### src/rtl/npr_pkg.sv
// package: register map, field layout, reset-time load values and command codes
package npr_pkg;

    // avalon byte offsets, one aligned word each
    localparam logic [4:0]  NPR_OFS_PFLASH_PROT  = 5'h00;
    localparam logic [4:0]  NPR_OFS_EEPROM_PROT  = 5'h04;
    localparam logic [4:0]  NPR_OFS_FLASH_OPTION = 5'h08;
    localparam logic [4:0]  NPR_OFS_FACTORY_TEST = 5'h0c;
    localparam logic [4:0]  NPR_OFS_FLASH_STATUS = 5'h10;
    localparam logic [4:0]  NPR_OFS_COMMAND      = 5'h14;

    // program-flash protection fields
    localparam int          NPR_PF_OPEN_BIT      = 7;
    localparam int          NPR_PF_RSVD_BIT      = 6;
    localparam int          NPR_PF_HDIS_BIT      = 5;
    localparam int          NPR_PF_HS_LSB        = 3;
    localparam int          NPR_PF_LDIS_BIT      = 2;
    localparam int          NPR_PF_LS_LSB        = 0;

    // eeprom protection fields
    localparam int          NPR_EE_OPEN_BIT      = 7;

    // flash status fields
    localparam int          NPR_ST_VIOL_BIT      = 0;
    localparam int          NPR_ST_LOADED_BIT    = 7;

    // command word fields
    localparam int          NPR_CMD_KIND_LSB     = 30;
    localparam int          NPR_CMD_ADDR_W       = 24;

    localparam logic [1:0]  NPR_CMD_NONE         = 2'h0;
    localparam logic [1:0]  NPR_CMD_PROGRAM      = 2'h1;
    localparam logic [1:0]  NPR_CMD_SECTOR_ERASE = 2'h2;
    localparam logic [1:0]  NPR_CMD_BLOCK_ERASE  = 2'h3;

    // configuration field addresses read during the reset sequence
    localparam logic [23:0] NPR_CFG_PFLASH_ADDR  = 24'hfffe0c;
    localparam logic [23:0] NPR_CFG_EEPROM_ADDR  = 24'hfffe0d;
    localparam logic [23:0] NPR_CFG_OPTION_ADDR  = 24'hfffe0e;

    // values forced on a double-bit fault, also held until the load completes
    localparam logic [7:0]  NPR_PF_FAULT_VAL     = 8'h7f;
    localparam logic [7:0]  NPR_EE_FAULT_VAL     = 8'h7f;
    localparam logic [7:0]  NPR_OPT_FAULT_VAL    = 8'hff;

    // address map of the two arrays
    localparam logic [23:0] NPR_EE_BASE          = 24'h100000;
    localparam logic [23:0] NPR_EE_END           = 24'h100fff;
    localparam int          NPR_EE_STEP_LSB      = 5;
    localparam logic [23:0] NPR_PF_BASE          = 24'hfe0000;
    localparam logic [23:0] NPR_PF_LOW_BASE      = 24'hff8000;

    // high range start and low range end per size code
    localparam logic [23:0] NPR_PF_HIGH_START [4] = '{24'hfff800, 24'hfff000, 24'hffe000, 24'hffc000};
    localparam logic [23:0] NPR_PF_LOW_END    [4] = '{24'hff83ff, 24'hff87ff, 24'hff8fff, 24'hff9fff};

    // scenario = {open, high disable, low disable}; bit n of row m: m -> n allowed
    localparam logic [7:0]  NPR_SCN_ALLOWED   [8] = '{8'h0f, 8'h0a, 8'h0c, 8'h08,
                                                      8'h18, 8'h38, 8'h58, 8'hff};

    typedef enum logic [3:0] {
        NPR_ST_LOAD_PF = 4'b0001,
        NPR_ST_LOAD_EE = 4'b0010,
        NPR_ST_LOAD_OP = 4'b0100,
        NPR_ST_RUN     = 4'b1000
    } npr_fsm_type;

endpackage : npr_pkg

### src/rtl/npr_prot_regs.sv
// file: protection and option register block of the nonvolatile memory controller
`timescale 1ns/1ps

//////////////////////////////////////////////////////////////////////////////////////////////////////////////
// How it works
// - program-flash protection register only takes writes that add protection.
// - writes encoding a non-allowed scenario transition are dropped whole.
// - program-flash protection readback equals the scenario being enforced.
// - from scenario 7 every target scenario 0 to 7 is accepted.
// - eeprom size field only accepts equal or larger values.
// - eeprom open bit may go 1 to 0 only, never back.
// - eeprom bit 7 clear protects the sized range, set disables protection.
// - with eeprom open bit set the size field is ignored, nothing protected.
// - eeprom range starts 0x100000, spans (size+1)*32 bytes.
// - eeprom open and size load from config byte 0xfffe0d at reset.
// - double-bit fault on eeprom byte clears open and sets all size bits.
// - program or erase to protected eeprom is refused and sets violation flag.
// - eeprom block erase refused while any eeprom sector is protected.
// - all option register bits readable, writes ignored.
// - option register loads from config byte 0xfffe0e at reset.
// - double-bit fault on option byte sets every option bit.
// - option bits go out to system logic with no protection meaning.
// - factory test register reads zero and ignores writes.
// - operation-enable bit picks protected or unprotected meaning of disable bits.
// - high and low size fields writable only while their disable bit is set.
// - program-flash protection loads from config byte 0xfffe0c at reset.
module npr_prot_regs
    import npr_pkg::*;
(
    input  wire logic        clk,
    input  wire logic        sys_rst,
    // avalon-mm slave
    input  wire logic [4:0]  avs_address,
    input  wire logic        avs_read,
    input  wire logic        avs_write,
    input  wire logic [31:0] avs_writedata,
    input  wire logic [3:0]  avs_byteenable,
    output logic      [31:0] avs_readdata,
    output logic             avs_waitrequest,
    // configuration field reads during the reset sequence
    output logic             cfg_rd_req,
    output logic      [23:0] cfg_rd_addr,
    input  wire logic        cfg_rd_valid,
    input  wire logic [7:0]  cfg_rd_data,
    input  wire logic        cfg_rd_dbl_fault,
    // granted commands to the flash engine
    output logic             cmd_start,
    output logic      [1:0]  cmd_kind,
    output logic      [23:0] cmd_addr,
    // option bits to system logic
    output logic      [7:0]  option_bits,
    output logic             cfg_loaded
);

    typedef struct packed {
        npr_fsm_type  fsm;
        logic [7:0]   pflash_protect;
        logic [7:0]   eeprom_protect;
        logic [7:0]   flash_option;
        logic         viol;
        logic         ack;
        logic [31:0]  rdata;
        logic [23:0]  cfg_addr;
        logic         cmd_go;
        logic [1:0]   cmd_kind;
        logic [23:0]  cmd_addr;
    } npr_state_type;

    npr_state_type state_r;
    npr_state_type state_nxt;

    //////////////////////////////////////////////////////////////////////////////////////////////////////////
    // protection decode

    function automatic logic pf_is_protected(input logic [7:0] pr, input logic [23:0] a);
        logic in_h;
        logic in_l;
        logic hit;
        in_h = (a >= NPR_PF_HIGH_START[pr[NPR_PF_HS_LSB +: 2]]);
        in_l = (a >= NPR_PF_LOW_BASE) && (a <= NPR_PF_LOW_END[pr[NPR_PF_LS_LSB +: 2]]);
        hit  = (!pr[NPR_PF_HDIS_BIT] && in_h) || (!pr[NPR_PF_LDIS_BIT] && in_l);
        // set: enabled ranges are protected; clear: enabled ranges are the only open ones
        return pr[NPR_PF_OPEN_BIT] ? hit : !hit;
    endfunction : pf_is_protected

    function automatic logic ee_is_protected(input logic [7:0] pr, input logic [23:0] a);
        logic [23:0] ofs;
        logic        in_ee;
        ofs   = a - NPR_EE_BASE;
        in_ee = (a >= NPR_EE_BASE) && (a <= NPR_EE_END);
        if (pr[NPR_EE_OPEN_BIT]) begin
            return 1'b0;
        end
        // offset in 32-byte steps against the size code, end step included
        return in_ee && (ofs[11:NPR_EE_STEP_LSB] <= pr[6:0]);
    endfunction : ee_is_protected

    function automatic logic [2:0] pf_scenario(input logic [7:0] pr);
        return {pr[NPR_PF_OPEN_BIT], pr[NPR_PF_HDIS_BIT], pr[NPR_PF_LDIS_BIT]};
    endfunction : pf_scenario

    //////////////////////////////////////////////////////////////////////////////////////////////////////////
    // next state

    // bus request decode
    logic        req;
    logic        hit_take;
    logic        wr_take;
    logic        lane0;
    logic [7:0]  wbyte;

    // protection write checks
    logic [2:0]  scn_cur;
    logic [2:0]  scn_new;
    logic [7:0]  pf_cand;
    logic        pf_ok;
    logic        ee_ok;

    // command checks
    logic [1:0]  wkind;
    logic [23:0] waddr;
    logic        in_pf;
    logic        in_ee;
    logic        ee_any;
    logic        pf_any;
    logic        cmd_ok;
    logic        refuse;

    // status flag and configuration load
    logic        viol_set;
    logic        viol_clr;
    logic [7:0]  cfg_val;

    always_comb begin
        state_nxt = state_r;
        state_nxt.cmd_go = 1'b0;
        state_nxt.ack    = 1'b0;

        req      = avs_read || avs_write;
        // bus answers only once configuration is in, and on the second edge of a request
        hit_take = req && !state_r.ack && (state_r.fsm == NPR_ST_RUN);
        wr_take  = avs_write && state_r.ack;
        lane0    = avs_byteenable[0];
        wbyte    = avs_writedata[7:0];

        scn_cur  = pf_scenario(state_r.pflash_protect);
        scn_new  = pf_scenario(wbyte);
        pf_cand  = state_r.pflash_protect;
        pf_cand[NPR_PF_OPEN_BIT] = wbyte[NPR_PF_OPEN_BIT];
        pf_cand[NPR_PF_HDIS_BIT] = wbyte[NPR_PF_HDIS_BIT];
        pf_cand[NPR_PF_LDIS_BIT] = wbyte[NPR_PF_LDIS_BIT];
        if (state_r.pflash_protect[NPR_PF_HDIS_BIT]) begin
            pf_cand[NPR_PF_HS_LSB +: 2] = wbyte[NPR_PF_HS_LSB +: 2];
        end
        if (state_r.pflash_protect[NPR_PF_LDIS_BIT]) begin
            pf_cand[NPR_PF_LS_LSB +: 2] = wbyte[NPR_PF_LS_LSB +: 2];
        end

        // a refused scenario change keeps every bit, size fields included
        pf_ok = lane0 && NPR_SCN_ALLOWED[scn_cur][scn_new];

        // equal size is no change, so it is let through with a legal open-bit write
        ee_ok = !(wbyte[NPR_EE_OPEN_BIT] && !state_r.eeprom_protect[NPR_EE_OPEN_BIT])
             && (wbyte[6:0] >= state_r.eeprom_protect[6:0]);

        wkind  = avs_writedata[NPR_CMD_KIND_LSB +: 2];
        waddr  = avs_writedata[NPR_CMD_ADDR_W-1:0];
        in_pf  = (waddr >= NPR_PF_BASE);
        in_ee  = (waddr >= NPR_EE_BASE) && (waddr <= NPR_EE_END);
        // any protected sector blocks a whole-array erase
        ee_any = !state_r.eeprom_protect[NPR_EE_OPEN_BIT];
        pf_any = (scn_cur != 3'h7);
        cmd_ok = (avs_byteenable == 4'hf) && (wkind != NPR_CMD_NONE);
        refuse = 1'b0;
        if (wkind == NPR_CMD_BLOCK_ERASE) begin
            if (in_ee) begin
                refuse = ee_any;
            end else if (in_pf) begin
                refuse = pf_any;
            end
        end else if (wkind != NPR_CMD_NONE) begin
            refuse = ee_is_protected(state_r.eeprom_protect, waddr)
                  || (in_pf && pf_is_protected(state_r.pflash_protect, waddr));
        end

        viol_set = 1'b0;
        viol_clr = 1'b0;

        if (hit_take) begin
            state_nxt.ack = 1'b1;
            // read data are registered here and stand until the next read or write
            case (avs_address)
                NPR_OFS_PFLASH_PROT: begin
                    state_nxt.rdata = {24'h000000, state_r.pflash_protect};
                end
                NPR_OFS_EEPROM_PROT: begin
                    state_nxt.rdata = {24'h000000, state_r.eeprom_protect};
                end
                NPR_OFS_FLASH_OPTION: begin
                    state_nxt.rdata = {24'h000000, state_r.flash_option};
                end
                NPR_OFS_FLASH_STATUS: begin
                    state_nxt.rdata = 32'h00000000;
                    state_nxt.rdata[NPR_ST_VIOL_BIT]   = state_r.viol;
                    // the bus is only answered after the load, so this bit reads one
                    state_nxt.rdata[NPR_ST_LOADED_BIT] = 1'b1;
                end
                NPR_OFS_COMMAND: begin
                    // last granted command, not the last attempt
                    state_nxt.rdata = {state_r.cmd_kind, 6'h00, state_r.cmd_addr};
                end
                default: begin
                    state_nxt.rdata = 32'h00000000;
                end
            endcase
        end

        if (wr_take) begin
            case (avs_address)
                NPR_OFS_PFLASH_PROT: begin
                    if (pf_ok) begin
                        state_nxt.pflash_protect = pf_cand;
                    end
                end
                NPR_OFS_EEPROM_PROT: begin
                    if (lane0 && ee_ok) begin
                        state_nxt.eeprom_protect = wbyte;
                    end
                end
                NPR_OFS_FLASH_STATUS: begin
                    // write one to clear; a violation in the same cycle wins below
                    viol_clr = lane0 && wbyte[NPR_ST_VIOL_BIT];
                end
                NPR_OFS_COMMAND: begin
                    if (cmd_ok) begin
                        if (refuse) begin
                            viol_set = 1'b1;
                        end else begin
                            state_nxt.cmd_go   = 1'b1;
                            state_nxt.cmd_kind = wkind;
                            state_nxt.cmd_addr = waddr;
                        end
                    end
                end
                NPR_OFS_FLASH_OPTION: begin
                    // loaded at reset only; software never reaches the option byte
                    state_nxt.flash_option = state_r.flash_option;
                end
                NPR_OFS_FACTORY_TEST: begin
                    state_nxt.viol = state_r.viol;
                end
                default: begin
                    // unmapped offsets take the write and drop it
                    state_nxt.viol = state_r.viol;
                end
            endcase
        end

        // a violation in the same cycle as its clear is kept
        if (viol_set) begin
            state_nxt.viol = 1'b1;
        end else if (viol_clr) begin
            state_nxt.viol = 1'b0;
        end

        //////////////////////////////////////////////////////////////////////////////////////////////////////
        // reset-time configuration load

        // one byte per valid edge in fixed order; bytes may come back to back
        cfg_val = cfg_rd_data;

        case (state_r.fsm)
            NPR_ST_LOAD_PF: begin
                if (cfg_rd_valid) begin
                    cfg_val = cfg_rd_dbl_fault ? NPR_PF_FAULT_VAL : cfg_rd_data;
                    state_nxt.pflash_protect = cfg_val;
                    state_nxt.cfg_addr       = NPR_CFG_EEPROM_ADDR;
                    state_nxt.fsm            = NPR_ST_LOAD_EE;
                end
            end
            NPR_ST_LOAD_EE: begin
                if (cfg_rd_valid) begin
                    cfg_val = cfg_rd_dbl_fault ? NPR_EE_FAULT_VAL : cfg_rd_data;
                    state_nxt.eeprom_protect = cfg_val;
                    state_nxt.cfg_addr       = NPR_CFG_OPTION_ADDR;
                    state_nxt.fsm            = NPR_ST_LOAD_OP;
                end
            end
            NPR_ST_LOAD_OP: begin
                if (cfg_rd_valid) begin
                    cfg_val = cfg_rd_dbl_fault ? NPR_OPT_FAULT_VAL : cfg_rd_data;
                    state_nxt.flash_option = cfg_val;
                    state_nxt.fsm          = NPR_ST_RUN;
                end
            end
            NPR_ST_RUN: begin
                state_nxt.fsm = NPR_ST_RUN;
            end
            default: begin
                state_nxt.fsm      = NPR_ST_LOAD_PF;
                state_nxt.cfg_addr = NPR_CFG_PFLASH_ADDR;
            end
        endcase
    end

    //////////////////////////////////////////////////////////////////////////////////////////////////////////
    // state register

    always_ff @(posedge clk) begin
        if (sys_rst) begin
            // fully protected until the configuration field has been read
            state_r.fsm            <= NPR_ST_LOAD_PF;
            state_r.pflash_protect <= NPR_PF_FAULT_VAL;
            state_r.eeprom_protect <= NPR_EE_FAULT_VAL;
            state_r.flash_option   <= NPR_OPT_FAULT_VAL;
            state_r.viol           <= 1'b0;
            state_r.ack            <= 1'b0;
            state_r.rdata          <= 32'h00000000;
            state_r.cfg_addr       <= NPR_CFG_PFLASH_ADDR;
            state_r.cmd_go         <= 1'b0;
            state_r.cmd_kind       <= NPR_CMD_NONE;
            state_r.cmd_addr       <= 24'h000000;
        end else begin
            state_r <= state_nxt;
        end
    end

    //////////////////////////////////////////////////////////////////////////////////////////////////////////
    // outputs

    // limitation: bus stalls in waitrequest until all three configuration bytes are in
    // waitrequest is combinational, so the single wait state costs no extra flop
    assign avs_waitrequest = (avs_read || avs_write) && !state_r.ack;
    assign avs_readdata    = state_r.rdata;
    assign cfg_rd_req      = (state_r.fsm != NPR_ST_RUN);
    assign cfg_rd_addr     = state_r.cfg_addr;
    assign cmd_start       = state_r.cmd_go;
    assign cmd_kind        = state_r.cmd_kind;
    assign cmd_addr        = state_r.cmd_addr;
    assign option_bits     = state_r.flash_option;
    assign cfg_loaded      = (state_r.fsm == NPR_ST_RUN);

endmodule : npr_prot_regs

### config.mk
export PLATFORM = sky130hd
export DESIGN_NAME = npr_prot_regs
export DESIGN_NICKNAME = d
export VERILOG_FILES = /design/src/rtl/npr_pkg.sv /design/src/rtl/npr_prot_regs.sv
export SDC_FILE = /design/constraint.sdc
export NUM_CORES = 1
export LEC_CHECK = 0
export ABC_AREA = 1
export BUFFER_PORTS_ARGS = -buffer_cell sky130_fd_sc_hd__buf_2
export CAP_MARGIN = 40
export CORE_ASPECT_RATIO = 0.9
export CORE_MARGIN = 3
export CORE_UTILIZATION = 30
export CTS_CLUSTER_DIAMETER = 40
export DETAILED_ROUTE_END_ITERATION = 16
export PLACE_DENSITY_LB_ADDON = 0.1
export SYNTH_ARGS = -nofsm -noshare
export SYNTH_HDL_FRONTEND = slang
export SYNTH_SLANG_ARGS = --single-unit
### constraint.sdc
create_clock -name clk -period 4.1 [get_ports clk]
set_input_delay 0 -clock clk [delete_from_list [all_inputs] [get_ports clk]]
set_output_delay 0 -clock clk [all_outputs]
set_load 0.05 [all_outputs]
# == After elaboration in Yosys (flattened, before gate mapping) ==
# Memory sizes are Yosys's and may differ from the RTL's.
# Cells that the tools add are included.
# op_classes
n_mux,54
bitwise_logic,8
add_sub_neg,1
n_eq_ne,15
order_cmp,12
reduce_logical,32
# op_table
operator,n
$pmux 32 s5,1
$mux 24,6
$mux 8,13
$bmux 24 s2,2
$pmux 24 s3,1
$ge 24x24->1 const B,2
$mux 33,1
$mux 27,1
$mux 25,1
$ge 24x21->1 const B,1
$ge 24x24->1,1
$le 24x21->1 const B,1
$le 24x24->1,1
$mux 1,21
$pmux 4 s4,1
$logic_and 1x1->1,15
$mux 12,1
$sub 12x1->12 const B,1
$eq 5x5->1 const B,2
$eq 4x4->1 const B,2
$mux 4,2
$ge 7x7->1,1
$le 7x7->1,1
$ge 3x3->1 const B,2
24 further kinds,41
# totals
romBits,64
input_bits,55
ff_bits,113
out_inout_bits,94
word_cells,134
n_memories,1
# mem_list
name,depth,word_bits,rd,rd_clocked_by_memory_dff,wr,line_no,source
(no name shown),8,8,1,0,0,npr_prot_regs.sv:160,pf_ok = lane0 && NPR_SCN_ALLOWED[scn_cur][scn_new];

# == Logic depth before layout (Yosys ltp) ==
# depth
ltp_word,19
mapped_depth,17
ltp_nobuf,16

# == Least setup slack after synthesis ==
# Ideal clock, no wire load.
# synth_path
kind,register to register
start,register state_r[83] (netlist name)
end,register state_r (netlist bit avs_readdata[15])
period_less_slack_ns,1.939
arrival_time_ns,1.812
setup_time_ns,0.128
stages_incl_launch_ff,7
setup_slack_ns,2.161
path_buffers,2
cell_sequence,dfxtp_1 -> nor2_1 -> nand2_1 -> buf_2 -> buf_2 -> a22oi_1 -> nor2_1
# synth_via
elab_chain_cells,3
# synth_rtl
item,line_no,source
from (decl),npr_prot_regs.sv:69,npr_state_type state_r;
from (signal assigned),npr_prot_regs.sv:324,state_r <= state_nxt;
$logic_not 1->1,n/a,
$logic_and 1x1->1,n/a,
net avs_waitrequest,npr_prot_regs.sv:39,"output logic avs_waitrequest,"
$logic_and 1x1->1,npr_prot_regs.sv:141,hit_take = req && !state_r.ack && (state_r.fsm == NPR_ST_RUN);
# The timed path passes the listed nets, and every way through them passes these cells.
# A chain may end at the register's enable or synchronous reset.

# == Worst setup path in the final report ==
# layout_path
start,register state_r[102] (netlist name)
end,"register, netlist name cmd_addr[4]"
# layout_via
elab_chain_cells,16
# layout_rtl
item,line_no,source
$not 2->3 (not written as such) *,npr_prot_regs.sv:80,in_l = (a >= NPR_PF_LOW_BASE) && (a <= NPR_PF_LOW_END[pr[NPR_PF_LS_LSB +: 2]]);
$bmux 24 s2 *,npr_prot_regs.sv:80,
$mux 24 (not written as such) * (2 in a row),npr_prot_regs.sv:80,
$le 24x24->1 *,npr_prot_regs.sv:80,
$logic_and 1x1->1 *,npr_prot_regs.sv:80,
$logic_and 1x1->1 *,npr_prot_regs.sv:81,hit = (!pr[NPR_PF_HDIS_BIT] && in_h) || (!pr[NPR_PF_LDIS_BIT] && in_l);
$logic_or 1x1->1 *,npr_prot_regs.sv:81,
$logic_not 1->1,npr_prot_regs.sv:83,return pr[NPR_PF_OPEN_BIT] ? hit : !hit;
$mux 1 *,npr_prot_regs.sv:83,
$logic_and 1x1->1 *,npr_prot_regs.sv:183,"|| (in_pf && pf_is_protected(state_r.pflash_protect, waddr));"
$logic_or 1x1->1 *,npr_prot_regs.sv:183,
$mux 1 *,npr_prot_regs.sv:181,end else if (wkind != NPR_CMD_NONE) begin
$mux 1 *,npr_prot_regs.sv:175,if (wkind == NPR_CMD_BLOCK_ERASE) begin
$not 1->1 (no line) *,n/a,
$reduce_and 4->1 (no line) *,n/a,
# Every way passes the cells marked *; elsewhere a longest branch is shown, timed or not. The select of a mux whose other input is x is not followed.

==> results.md <==
* Global-route wire length before repair at approximately 24 mm
* Post-synthesis async set-or-reset flop share at 0
* Maximum vdd ir drop at between 0.15 and 0.2 mV
* R2R setup slack at 1.68 ns
* DIE AREA at 0.0188 mm2
* Crit Path Class: reg -> reg
* Hold_sp: cfg_rd_valid
* Hpwl dp at roughly 12 mm
* Diodes inserted at 0
* H-tree depth at 3
* Final worst path period need at 2.42 ns
* Outcome: finished, final reports clean
* Pre-CTS setup slack at approximately 1.7 ns
* R2R Path Start: state_r[102]$_SDFF_PP1_
* Routed Antenna Nets at 0
* Synth Flop Type: dfxtp_1
* Post-synthesis sequential area ratio at 0.329
* Most common cell after layout, fill and taps aside: nand2_1
* Pins Over Slew Limit at 0
* Core area at 0.0165 mm2
* Routed wl met2 at 6.47 mm
* Nets at 863
* P_sw at 535 uW
* Cts repair resizes at 0
* Largest net degree at the start of global routing at 54
* FP Rows at 44
* DRT Pass-1 Iters at 5
* Ratio of cells with drive above 1 in the final layout at 0.189
* Clock root cell: clkbuf_16
* Starting Density at 0.313
* GRT Total Usage at 0.161
* Setup TNS Final at 0 ns
* Num ports at 149
* Req. time, crit path at between 4 and 5 ns
* Vias per cell at 4.64
* Slew @ Worst Pin at 0.876 ns
* Min-delay worst type: in -> reg
* Hold Path Depth at 4
* Num CTS Buffers at 9
* Clock Path Buffers at 2
* Syn avg cell area at 6.95 um2
* Cts hold-fix bufs at 5
* DRC at 0
* Power per Cell Area at between 300 and 400 mW/mm2
* RSZ-0062 raised after global routing: false
* Most frequent cells in the layout: 138 x nand2_1, 114 x buf_2, 88 x nor2_1, 85 x dfxtp_1, 72 x inv_1
* Achievable Freq at 414 MHz
* Comb power frac at 0.145
* Sequential power share at 0.458
* Clk slew on worst S/H paths at roughly 0.060 ns
* Final Hold Fails at 0
* Total global routing overflow at 0
* Post-Syn Area at 0.00517 mm2
* Input/output buffers at 114
* Design Area, Final at between 0.005 and 0.006 mm2
* Met1 Wirelength at 7.46 mm
* Crit end category: flop
* Final wirelength at 15.1 mm
* Clk Latency, worst-skew pair at 0.34 ns
* Static Leakage at 0.00284 uW
* CTS Sinks at 85
* Final core occ at 0.342
* Synthesized flop and latch total at 85
* Hold Path Sink: state_r[111]$_SDFFE_PP0P_
* Final period util at 0.589
* PnR worst setup slack at 1.68 ns
* Crit start category: flop
* Vias at 4627
* Area grow syn2layout at 9.37%
* Met3 WL at around 990 um
* GPL Wtd Cong at approximately 0.87
* Int Power at 1330 uW
* Initial antenna violation count at 0
* Initial DRC Count at 270
* Post-synthesis instance total at 744
* Post-synth EDFFs at 0
* Die height at 131 um
* CP Max Fanout at 53
* Distinct cells, synth at 36
* CTS tree: yes
* Fillers at 1870
* Synth warnings at 0
* Max_slew headroom at 0.414
* Top layer in use: met4
* DR WL/cell at 15.1 um
* Post-CTS Setup Bufs at 0
* Worst r2r dst: cmd_addr[4]$_SDFFE_PP0P_
* Clock network fraction of total power at 0.396
* Number of global-route vias before repair at 4318
* Switching share of power at 0.287
* Crit. Startpoint: state_r[102]$_SDFF_PP1_
* Clock skew at around 0.0065 ns
* Worst EP arrival at between 2 and 3 ns
* R2R cell count at 15
* Max cap viols at 0
* Area after DPL at approximately 0.0053 mm2
* Final setup vio count at 0
* Die width at 144 um
flip-flops by register name, summed over array words and instances (netlist names):
signal        flops
scn_cur           3
cmd_addr         24
state_r          18
pf_cand           1
cmd_start         1
option_bits       8
avs_readdata     26
cmd_kind          2
cfg_rd_addr       2
stage by stage:
stage               power (uW)  hold slack [ns]  instances
floorplan                 1080            0.148        770
global placement          1140            0.311        977
detailed placement        1140            0.314        979
CTS                       1900          0.00606        997
global route              1960           0.0259        997
finish                    1860           0.0146        997
synth_stat cells (2+ instances only):
library cell  number  share of area
a22oi_1           18          0.026
nor2_1            88          0.064
nor4_1             3         0.0036
o21ai_1            2         0.0019
conb_1             2         0.0015
o2111ai_1          3         0.0051
nand4_1            7         0.0085
o21ai_0           41          0.040
inv_2              3         0.0022
o211ai_1           2         0.0029
clkbuf_1          10         0.0073
a21oi_1           68          0.066
buf_6              4         0.0087
dfxtp_1           85           0.33
or2_2              7         0.0085
nor3_4             2         0.0063
nand2_1          138           0.10
inv_1             72          0.052
nand3_1           47          0.046
ha_1              20          0.048
nor2_2             2         0.0024
a221oi_1           5         0.0085
buf_4             91           0.13
buf_2             12          0.012
final cells by class:
type | count | area [um2] | area share
Sequential cell | 85 | 1700 | 0.301
Tap cell | 207 | 259 | 0.0458
Multi-Input combinational cell | 492 | 2450 | 0.434
Clock inverter | 2 | 12.5 | 0.00221
Timing Repair Buffer | 124 | 698 | 0.124
Inverter | 76 | 285 | 0.0505
Clock buffer | 11 | 243 | 0.0429
critical path, stage by stage, from the launching register on:
cell and delay, ns:
dfxtp_1 0.34, inv_1 0.09, ha_1 0.30, nand2_1 0.05, nor2_1 0.09, nand2_1 0.05
o21ai_0 0.27, nand2_1 0.12, nand2_1 0.08, nand2_1 0.05, nand3_2 0.06, nand2_2 0.07
nand2_4 0.40, nand3_1 0.16, nand2_1 0.10, nor2_1 0.04
cells by family (layout without fill, tap and decap cells):
logic type | after synthesis | in the layout | share of synthesized area
compound gates | 144 | 144 | 0.157
other cells | 2 | 28 | 0.00145
flops | 85 | 85 | 0.329
fa+ha+maj | 20 | 20 | 0.0484
buf+inv | 193 | 213 | 0.215
simple gates | 300 | 300 | 0.249
layer usage:
layer | GRT usage | vias up
met5 | 0 | -
met4 | 0.0373 | 0
met3 | 0.0499 | 13
met2 | 0.243 | 127
met1 | 0.227 | 2088
li1 | - | 2399
how the worst max path moves through the flow:
stage | endpoint | slack [ns]
after floorplan | avs_readdata[15]$_SDFFE_PP0P_ | 2.16
after global placement | avs_readdata[12]$_SDFFE_PP0P_ | 1.63
after detailed placement | cmd_addr[23]$_SDFFE_PP0P_ | 1.67
after CTS | cmd_addr[23]$_SDFFE_PP0P_ | 1.66
after global routing | cmd_addr[11]$_SDFFE_PP0P_ | 1.39
final | cmd_addr[4]$_SDFFE_PP0P_ | 1.68
power groups by stage:
stage	combinational [uW]	clock [uW]	sequential, uW
6_report	271	739	855
5_1_grt	303	803	856
4_1_cts	272	769	854
3_5_place_dp	268	0	873
3_3_place_gp	263	0	873
2_1_floorplan	213	0	867
No activity file was read; power rests on OpenSTA's default activity.
